--- config.mk ---
export PLATFORM = sky130hd
export DESIGN_NAME = imdh_ctrl
export DESIGN_NICKNAME = d
export VERILOG_FILES = /design/src/hdl/imdh_pkg.sv /design/src/hdl/imdh_ctrl.sv /design/src/hdl/imdh_multi_class.sv
export VERILOG_INCLUDE_DIRS = /design/src /design/src/hdl
export SDC_FILE = /design/constraint.sdc
export NUM_CORES = 1
export LEC_CHECK = 0
export BUFFER_PORTS_ARGS = -buffer_cell sky130_fd_sc_hd__buf_2
export CAP_MARGIN = 20
export CORE_MARGIN = 2
export CORE_UTILIZATION = 40
export CTS_CLUSTER_DIAMETER = 100
export DETAILED_ROUTE_END_ITERATION = 6
export MAX_ROUTING_LAYER = met4
export PLACE_DENSITY = 0.79
export SLEW_MARGIN = 5
export SYNTH_ARGS = -nofsm -noshare
export SYNTH_HDL_FRONTEND = slang
export SYNTH_SLANG_ARGS = --single-unit
--- constraint.sdc ---
create_clock -name clk_i -period 1.9 [get_ports clk_i]
set_clock_uncertainty 0.05 [all_clocks]
set_input_delay 0.57 -clock clk_i [delete_from_list [all_inputs] [get_ports clk_i]]
set_output_delay 0.57 -clock clk_i [all_outputs]
set_load 0.02 [all_outputs]
--- src/hdl/imdh_params.svh ---
// constants and notes for the divide / multi-cycle hazard control block
// Notes on behaviour
// - handler-first load-multiple alters only its loaded registers
// - divides retire out of order only when enabled
// - aux control bit 7 set forces in-order divides
// - classify multi-cycle load/store-multiple and table branches
// - multi-cycle op abandonable on irq, fast irq, abort
// - load-multiple interruptible also by debug halt request
// - divide writeback during load-multiple issue touches only destination
`ifndef IMDH_PARAMS_SVH
`define IMDH_PARAMS_SVH
`define IMDH_AUX_W          32
`define IMDH_AUX_DIV_INORD  7
`define IMDH_NREG_W         5
`define IMDH_REG_W          4
`define IMDH_MULTI_MIN      5'h03
`define IMDH_MULTI_PAIR     5'h02
`define IMDH_DIV_LAT_W      4
`define IMDH_DIV_LAT        4'h8
`define IMDH_CNT_ZERO       4'h0
`define IMDH_CNT_ONE        4'h1
`endif

--- src/hdl/imdh_pkg.sv ---
// types for the divide / multi-cycle hazard control block
package imdh_pkg;
	typedef enum logic [1:0] {
		IMDH_IDLE = 2'b00,
		IMDH_BUSY = 2'b01,
		IMDH_DONE = 2'b11
	} imdh_div_e;
	typedef enum logic [2:0] {
		IMDH_OP_OTHER = 3'h0,
		IMDH_OP_LOADM = 3'h1,
		IMDH_OP_STOREM = 3'h2,
		IMDH_OP_TBB = 3'h3,
		IMDH_OP_TBH = 3'h4
	} imdh_op_e;
endpackage

--- src/hdl/imdh_ctrl.sv ---
// pipeline control for out-of-order divides against interruptible multi-cycle ops
`timescale 1ns/100ps
`default_nettype none
`include "imdh_params.svh"
module imdh_ctrl
	import imdh_pkg::*;
(
	// clock and reset
	input  wire logic                    clk_i,
	input  wire logic                    sys_rst_i,
	// auxiliary control register write
	input  wire logic                    aux_we_i,
	input  wire logic [`IMDH_AUX_W-1:0]  aux_wdata_i,
	// issue stage
	input  wire logic                    issue_vld_i,
	input  wire logic [2:0]              issue_op_i,
	input  wire logic [`IMDH_NREG_W-1:0] issue_nreg_i,
	input  wire logic                    issue_aligned_i,
	input  wire logic                    issue_wback_i,
	input  wire logic                    issue_div_i,
	input  wire logic [`IMDH_REG_W-1:0]  issue_rd_i,
	input  wire logic [`IMDH_DIV_LAT_W-1:0] div_lat_i,
	// interrupting sources
	input  wire logic                    irq_i,
	input  wire logic                    fast_interrupt_i,
	input  wire logic                    imprecise_abort_i,
	input  wire logic                    debug_halt_i,
	// store pipeline writeback proposal
	input  wire logic                    st_wr_vld_i,
	input  wire logic [`IMDH_REG_W-1:0]  st_wr_reg_i,
	// control outputs
	output logic                         stall_o,
	output logic                         abandon_o,
	output logic                         ooo_en_o,
	output logic                         multi_busy_o,
	// register bank writes
	output logic                         div_wr_o,
	output logic [`IMDH_REG_W-1:0]       div_wr_reg_o,
	output logic                         st_wr_o,
	output logic [`IMDH_REG_W-1:0]       st_wr_reg_o
);
	logic                        multi;
	imdh_div_e                   div_r, div_nxt;
	logic [`IMDH_DIV_LAT_W-1:0]  cnt_r, cnt_nxt;
	logic [`IMDH_REG_W-1:0]      rd_r, rd_nxt;
	logic                        inord_r, inord_nxt;
	logic                        ooo_r, ooo_nxt;
	logic                        mbusy_r, mbusy_nxt;
	logic                        ldm_r, ldm_nxt;
	logic                        stall_r, stall_nxt;
	logic                        aband_r, aband_nxt;
	logic                        dwr_r, dwr_nxt;
	logic [`IMDH_REG_W-1:0]      dreg_r, dreg_nxt;
	logic                        swr_r, swr_nxt;
	logic [`IMDH_REG_W-1:0]      sreg_r, sreg_nxt;
	logic                        intr, div_fin, ldm_issue;

	imdh_multi_class u_class (
		.op_i      (issue_op_i),
		.nreg_i    (issue_nreg_i),
		.aligned_i (issue_aligned_i),
		.wback_i   (issue_wback_i),
		.multi_o   (multi)
	);

	// mode: the aux control bit selects in-order divide retirement
	always_comb begin
		inord_nxt = inord_r;
		if (aux_we_i)
			inord_nxt = aux_wdata_i[`IMDH_AUX_DIV_INORD];
		// enable kept in its own flop so the output has no gate after it
		ooo_nxt = !inord_nxt;
	end

	// mode registers; out-of-order retirement is the reset default
	always_ff @(posedge clk_i) begin
		if (sys_rst_i) begin
			inord_r <= 1'b0;
			ooo_r   <= 1'b1;
		end else begin
			inord_r <= inord_nxt;
			ooo_r   <= ooo_nxt;
		end
	end

	// divide tracker: take, count the latency down, retire for one cycle
	// a second divide offered while one is outstanding is not taken
	// a zero latency request runs the default latency instead
	// code 2'b10 is never entered, so the case carries no default
	always_comb begin
		div_nxt = div_r;
		cnt_nxt = cnt_r;
		rd_nxt  = rd_r;
		div_fin = 1'b0;
		unique case (div_r)
			IMDH_IDLE: begin
				if (issue_vld_i && issue_div_i && !stall_r) begin
					div_nxt = IMDH_BUSY;
					cnt_nxt = (div_lat_i == `IMDH_CNT_ZERO) ? `IMDH_DIV_LAT : div_lat_i;
					rd_nxt  = issue_rd_i;
				end
			end
			IMDH_BUSY: begin
				if (cnt_r <= `IMDH_CNT_ONE)
					div_nxt = IMDH_DONE;
				else
					cnt_nxt = cnt_r - `IMDH_CNT_ONE;
			end
			IMDH_DONE: begin
				div_fin = 1'b1; // result reaches the bank one cycle later, through dwr_r
				div_nxt = IMDH_IDLE;
			end
		endcase
	end

	// divide tracker registers
	always_ff @(posedge clk_i) begin
		if (sys_rst_i) begin
			div_r <= IMDH_IDLE;
			cnt_r <= `IMDH_CNT_ZERO;
			rd_r  <= '0;
		end else begin
			div_r <= div_nxt;
			cnt_r <= cnt_nxt;
			rd_r  <= rd_nxt;
		end
	end

	// in-order mode holds issue while a divide is outstanding; the mode
	// written on this edge already counts, so no instruction slips past
	// lower throughput is the price of in-order retirement
	always_comb begin
		stall_nxt = inord_nxt && (div_nxt != IMDH_IDLE);
	end

	// issue stall register
	always_ff @(posedge clk_i) begin
		if (sys_rst_i) begin
			stall_r <= 1'b0;
		end else begin
			stall_r <= stall_nxt;
		end
	end

	// multi-cycle tracking and abandonment; debug halt only cuts a
	// load-multiple, the other sources cut any multi-cycle instruction
	always_comb begin
		intr      = irq_i || fast_interrupt_i || imprecise_abort_i;
		ldm_issue = issue_vld_i && (issue_op_i == IMDH_OP_LOADM) && !stall_r;
		mbusy_nxt = mbusy_r;
		ldm_nxt   = ldm_r;
		aband_nxt = 1'b0;
		if (issue_vld_i && multi && !stall_r) begin
			mbusy_nxt = 1'b1;
			ldm_nxt   = issue_op_i == IMDH_OP_LOADM;
		end else if (!issue_vld_i) begin
			mbusy_nxt = 1'b0;
			ldm_nxt   = 1'b0;
		end
		// an abandon wins over a fresh issue in the same cycle
		if (mbusy_r && intr) begin
			aband_nxt = 1'b1;
			mbusy_nxt = 1'b0;
			ldm_nxt   = 1'b0;
		end else if (ldm_r && debug_halt_i) begin
			aband_nxt = 1'b1;
			mbusy_nxt = 1'b0;
			ldm_nxt   = 1'b0;
		end
	end

	// multi-cycle registers
	always_ff @(posedge clk_i) begin
		if (sys_rst_i) begin
			mbusy_r <= 1'b0;
			ldm_r   <= 1'b0;
			aband_r <= 1'b0;
		end else begin
			mbusy_r <= mbusy_nxt;
			ldm_r   <= ldm_nxt;
			aband_r <= aband_nxt;
		end
	end

	// register bank write steering
	always_comb begin
		// divide writes only its own destination
		dwr_nxt  = div_fin;
		dreg_nxt = rd_r;
		// a store write is dropped when its multi-cycle op is abandoned, and when
		// a divide retires while a load-multiple sits in issue, so a handler's
		// first load-multiple never sees a stray register write
		swr_nxt  = st_wr_vld_i && !aband_nxt && !(div_fin && (ldm_r || ldm_issue));
		sreg_nxt = st_wr_reg_i;
	end

	// write steering registers
	always_ff @(posedge clk_i) begin
		if (sys_rst_i) begin
			dwr_r  <= 1'b0;
			dreg_r <= '0;
			swr_r  <= 1'b0;
			sreg_r <= '0;
		end else begin
			dwr_r  <= dwr_nxt;
			dreg_r <= dreg_nxt;
			swr_r  <= swr_nxt;
			sreg_r <= sreg_nxt;
		end
	end

	// registered outputs, each straight from its flop
	assign stall_o      = stall_r;
	assign abandon_o    = aband_r;
	assign ooo_en_o     = ooo_r;
	assign multi_busy_o = mbusy_r;
	assign div_wr_o     = dwr_r;
	assign div_wr_reg_o = dreg_r;
	assign st_wr_o      = swr_r;
	assign st_wr_reg_o  = sreg_r;
endmodule
`default_nettype wire

--- src/hdl/imdh_multi_class.sv ---
// classifier for multi-cycle instructions
`timescale 1ns/100ps
`default_nettype none
`include "imdh_params.svh"
module imdh_multi_class
	import imdh_pkg::*;
(
	// decoded instruction
	input  wire logic [2:0]              op_i,
	input  wire logic [`IMDH_NREG_W-1:0] nreg_i,
	input  wire logic                    aligned_i,
	input  wire logic                    wback_i,
	// result
	output logic                         multi_o
);
	logic is_mem;
	// load/store-multiple or table branch decisions
	always_comb begin
		is_mem  = (op_i == IMDH_OP_LOADM) || (op_i == IMDH_OP_STOREM);
		multi_o = 1'b0;
		if (is_mem && nreg_i >= `IMDH_MULTI_MIN)
			multi_o = 1'b1;
		else if (is_mem && nreg_i == `IMDH_MULTI_PAIR && !aligned_i && !wback_i)
			multi_o = 1'b1;
		else if (is_mem && nreg_i == `IMDH_MULTI_PAIR && aligned_i && wback_i)
			multi_o = 1'b1;
		else if (op_i == IMDH_OP_TBB || op_i == IMDH_OP_TBH)
			multi_o = 1'b1;
	end
endmodule
`default_nettype wire

==> impl_metrics.tcl, run 1 <==
set metrics [dict create \
    n_fill_cell 267 \
    drt_iter0_drc 11 \
    crit_chain "inv_1, ha_1, nor2_2, o31ai_2, or4_1, a31oi_1" \
    place.gp.congestion 0.7566 \
    cpPeakStageDelay_ps 430 \
    drive_above_1_share 0.3432 \
    final.setup.tns_ps 0 \
    num_vias 1025 \
    cp.arrival_ps 1910 \
    ys_seq_area_frac 0.4733 \
    worstSkewPairLatency_ps 310 \
    synth_edf_count 0 \
    worstPathRequired_ps 2100 \
    grt_max_degree 25 \
    async_flop_share 0 \
    rsz0062_at_grt "false" \
    seqCellArea_um2 520.5 \
    path_max_fanout 8 \
    grtUsageTotal 0.1575 \
    finalHoldViolCount 0 \
    netlist_instances 119 \
    syn_nets 185 \
    worst-path-buf-inv 1 \
    die_h_um 56.44 \
    slew_headroom 0.6180 \
    synth_cell_type_count 36 \
    p_leak_uw 0.0006791 \
    synth.largest_area_cell "dfxtp_1" \
    avgSynthCellArea_um2 9.242 \
    wl_um 2290 \
    synth_seq_cells 26 \
    powerDensity_nw_per_um2 811.2 \
    ant_nets 0 \
    fin_crit_sh 0.8971 \
    synth_area_um2 1100 \
    hold_path_class "in -> reg" \
    cap_violations 0 \
    final_cells 200 \
    area_growth_pct 30.38 \
    drc 0 \
    io_buffers 46 \
    path_clk_slew_ps 140 \
    die-area_um2 3185 \
    die_w_um 56.44 \
    start_util 0.4094 \
    tightest_slew_ps 569.5 \
    grt_remaining_overflow 0 \
    placed_cells 196 \
    drt_first_pass_iters 4 \
    core_um2 2686 \
    tritoncts "built" \
    diodes 0 \
    vdd_ir_drop_max_v 0.0005400 \
    fin_nets 236 \
    synthTopCellsByCount "dfxtp_1, nor2_1, a21oi_1, nor2b_1, nand2b_1" \
    dpl.hpwl_um 1734 \
    ys.flop_type "dfxtp_1" \
    max_freq_mhz 586.7 \
    top_level_ports 78 \
    multi_input_area_um2 550.5 \
    endpoint_kind "flop" \
    hold_buffers 0 \
    via_per_inst 5.125 \
    setup_viol 0 \
    status "finished clean" \
    numCtsBuffers 3 \
    path_delay_family "simple AND/OR/NAND/NOR gates" \
    ctsRootBufferMaster "clkbuf_4" \
    crit_slowest_cell "or4_1" \
    h-tree-depth 1 \
    wire_per_inst_um 11.45 \
    stdcell_area_um2 1434 \
    antenna_found_initial 0 \
    post-cts-setup-buffers 0 \
    synth_top_area_share 0.4733 \
    clockBufferDepth 2 \
    cp-start-kind "flop" \
    row_count 19 \
    synth_most_common_cell "dfxtp_1" \
    layout_min_cycle_time_ps 1705 \
    path_class "reg -> reg" \
    grt_pass1_wl_um 4015 \
    postPlaceCellArea_um2 1379 \
    first_global_vias 1008 \
    p_total_uw 1163 \
    yosys_warnings 0 \
    clkSinkCount 26 \
    maxSlewViolCount 0 \
    yosys-top-cells-area "dfxtp_1, nor2_1, mux2i_1, nor2b_1, a21oi_1" \
]
final cells by class:
type	instances	share of cell area
Multi-Input combinational cell	85	0.3839
Sequential cell	26	0.3630
Timing Repair Buffer	49	0.1763
Tap cell	31	0.02705
Clock inverter	1	0.02094
Clock buffer	3	0.01571
Inverter	5	0.01309
worst paths after layout:
path	start	endpoint	slack, ps	cells past startpoint
max reg2reg	cnt_r[0]	cnt_r[0]	200	6
max	cnt_r[0]	cnt_r[0]	200	6
min reg2reg	dreg_nxt[2]	div_wr_reg_o[2]	420	1
min	st_wr_reg_i[1]	st_wr_reg_o[1]	410	2
kinds of logic (layout without fill, tap and decap cells):
| kind of cell | after synthesis | after routing | synth area share |
|---|---|---|---|
| compound gates | 24 | 24 | 0.1513 |
| xor+xnor | 1 | 1 | 0.007965 |
| fa+ha+maj | 2 | 2 | 0.02275 |
| buf+inv | 8 | 58 | 0.02843 |
| flops | 26 | 26 | 0.4733 |
| mux | 5 | 5 | 0.04551 |
| simple gates | 53 | 53 | 0.2708 |
state kept, by name, summed over array words and instances (netlist names):
signal	cells
abandon_o	1
cnt_r	4
div_r	2
div_wr_o	1
div_wr_reg_o	4
dreg_nxt	4
inord_r	1
ldm_r	1
multi_busy_o	1
ooo_en_o	1
st_wr_o	1
st_wr_reg_o	4
stall_o	1
worst reg2reg max path, delay by kind of cell, from the launching register on:
kind	cells	cell delay, ps
buffers and inverters	1	60
and+or+nand+nor	2	570
adders and majority gates	1	230
AOI/OAI and AO/OA	2	300
DFF	1	420
cell usage in the layout, fill, tap and decap left out, drive strengths merged, types with 2 or more instances in the layout:
master  count
a21oi       8
a221o       2
a31oi       3
buf        49
clkbuf      3
dfxtp      26
ha          2
inv         5
mux2i       5
nand2       4
nand2b      6
nand3       2
nand3b      3
nor2       16
nor2b       8
nor3        2
nor3b       2
o21ai       5
or3b        2
or4         2
metal layers:
| layer | share of wire | track usage | vias up |
|---|---|---|---|
| li1 | - | - | 518 |
| met1 | 0.44 | 0.1810 | 463 |
| met2 | 0.49 | 0.2724 | 42 |
| met3 | 0.059 | 0.01843 | 2 |
| met4 | 0.011 | 0.07143 | 0 |
| met5 | 0 | - | - |
metrics by stage:
stage / hold WS (ps) / worst slack, ps / util
detailed placement: 406.1 / -11.03 / 0.5133
global route: 404.7 / 36.92 / 0.5338
CTS: 401.9 / 136.2 / 0.5328
finish: 410.1 / 195.5 / 0.5338
floorplan: 387.8 / 142.1 / -
global placement: 390.4 / 0.9310 / 0.5133
report_power, final:
part | leakage (µW) | internal [µW] | switching (µW)
logic | 0.000438 | 90.5 | 101
clock network | 0.0000279 | 213 | 160
registers | 0.000213 | 577 | 22.4
total | 0.000679 | 880 | 283
repair_timing:
action                     CTS  global route
hold endpoints to repair     0             0
gates resized for setup      0             1
setup endpoints to repair    0             1
(Power assumes the default switching activity.)
==> inputs of run 2 (changes only) <==
Settings changed: CORE_UTILIZATION 40 to 39, PLACE_DENSITY 0.79 to 0.77.
==> run 2 against run 1 <==
Cell count increased by 0.50%. Clock-buffer cell count did not move. Clock power about the same. Cell area grew 0.44%. Non-clock buffer count grew 1. Maximum frequency is 0.30% higher. Critical endpoint unchanged.
==> impl_metrics.tcl, run 2 (same netlist as run 1, synthesis figures left out) <==
set metrics [dict create \
    io_buffers 46 \
    final.setup.tns_ps 0 \
    clockBufferDepth 2 \
    fin_crit_sh 0.8945 \
    clkSinkCount 26 \
    hold_slack_ps 401.6 \
    die-area_um2 3261 \
    diodes 0 \
    tightest_slew_ps 572.8 \
    cp-start-kind "flop" \
    num_vias 1022 \
    cpPeakStageDelay_ps 420 \
    tritoncts "built" \
    whs_path_depth 2 \
    path_max_fanout 8 \
    setup_viol 0 \
    cp.arrival_ps 1900 \
    grt_pass1_wl_um 4140 \
    rr_worst_depth 6 \
    final_cell_mix "buf_2, dfxtp_1, nor2_1" \
    powerDensity_nw_per_um2 810.0 \
    maxSlewViolCount 0 \
    grtUsageTotal 0.1659 \
    placed_cells 197 \
    ant_nets 0 \
    drt_iter0_drc 23 \
    first_global_vias 1009 \
    dpl.hpwl_um 1841 \
    wl_um 2360 \
    crit_chain "inv_1, ha_1, nor2_1, o31ai_2, or4_1, a31oi_1" \
    via_per_inst 5.085 \
    worstSkewPairLatency_ps 320 \
    drt_first_pass_iters 4 \
    hold_buffers 0 \
    n_fill_cell 279 \
    core_um2 2710 \
    drc 0 \
    use_met2 0.2939 \
    ctsRootBufferMaster "clkbuf_4" \
    row_count 19 \
    grt-busiest-layer "met2" \
    ff2ff_setup_slack_ps 200 \
    fin_nets 237 \
    worstPathRequired_ps 2100 \
    die_h_um 57.11 \
    area_growth_pct 30.94 \
    final_common_cell "buf_2" \
    status "finished clean" \
    path_clk_slew_ps 140 \
    antenna_found_initial 0 \
    cap_violations 0 \
    reg2reg_to "cnt_r[0]" \
    h-tree-depth 1 \
    slew_headroom 0.6159 \
    layout_min_cycle_time_ps 1699 \
    p_leak_uw 0.0006847 \
    post-cts-setup-buffers 0 \
    rsz0062_at_grt "false" \
    vdd_ir_drop_max_v 0.0005546 \
    grtUsageMet3 0.01587 \
    timing.rr.start "cnt_r[0]" \
    top_level_ports 78 \
    crit_slowest_cell "or4_1" \
    hold_path_class "in -> reg" \
    min_from "st_wr_reg_i[1]" \
    use_met1 0.1858 \
    max_freq_mhz 588.4 \
    numCtsBuffers 3 \
    final_cells 201 \
    grt_max_degree 17 \
    start_util 0.4058 \
    place.gp.congestion 0.7598 \
    endpoint_kind "flop" \
    die_w_um 57.11 \
    finalHoldViolCount 0 \
    wire_per_inst_um 11.74 \
    path_class "reg -> reg" \
    drive_above_1_share 0.3471 \
    min_to "st_wr_reg_o[1]" \
    grt_remaining_overflow 0 \
]
[run 2: cell count changes in the layout (fill, tap and decap cells not counted)]
cell / delta
dfxtp_2: +1
dfxtp_1: -1
nor2_2: -1
nor2_1: +1
buf_4: +1
[run 2: per-layer routing]
metal / vias up / share of wire
li1: 520 / -
met3: 2 / 0.060
met2: 42 / 0.51
met4: 0 / 0.012
met5: - / 0
met1: 458 / 0.41
[run 2: power breakdown]
part	switching, µW	internal (µW)	leakage (µW)
clock network	162	213	0.0000279
logic	101	91.2	0.000443
registers	21.9	577	0.000213
[run 2: final cells by class]
class	count	area, µm²	area share
multi-input combinational	85	548.0	0.3805
sequential	26	521.8	0.3623
timing repair buffer	50	260.3	0.1807
tap	31	38.79	0.02693
clock inverter	1	30.03	0.02085
clock buffer	3	22.52	0.01564
inverter	5	18.77	0.01303
[run 2: how the worst max path moves through the flow]
stage,cells past startpoint,to,from,slack (ps)
3_3_place_gp,5,ldm_r,issue_nreg_i[1],-10
2_1_floorplan,4,ldm_r,issue_nreg_i[1],140
6_report,6,cnt_r[0],cnt_r[0],200
4_1_cts,6,cnt_r[0],cnt_r[0],150
5_1_grt,6,cnt_r[0],cnt_r[0],50
3_5_place_dp,5,ldm_r,issue_nreg_i[1],-20
[run 2: timing repair]
item / in CTS / in global routing
setup endpoints to repair: 0 / 1
endpoints found under the hold margin: 0 / 0
gates resized for setup: 0 / 1
[run 2: critical path, delay by kind of cell (launching register included)]
kind,cells,cell delay (ps)
simple gates,2,590
flops,1,400
compound gates,2,320
fa+ha+maj,1,210
buf+inv,1,50
[run 2: metrics by stage]
| stage | util | setup slack (ps) | instance area, µm² | total power (µW) |
|---|---|---|---|---|
| 5_1_grt | 0.5314 | 49.26 | 1440 | 1231 |
| 3_3_place_gp | 0.5115 | -10.84 | 1386 | 794.0 |
| 3_5_place_dp | 0.5115 | -24.66 | 1386 | 803.7 |
| 4_1_cts | 0.5309 | 146.8 | 1439 | 1177 |
| 6_report | 0.5314 | 200.5 | 1440 | 1167 |
| 2_1_floorplan | - | 142.1 | 1100 | 722.6 |
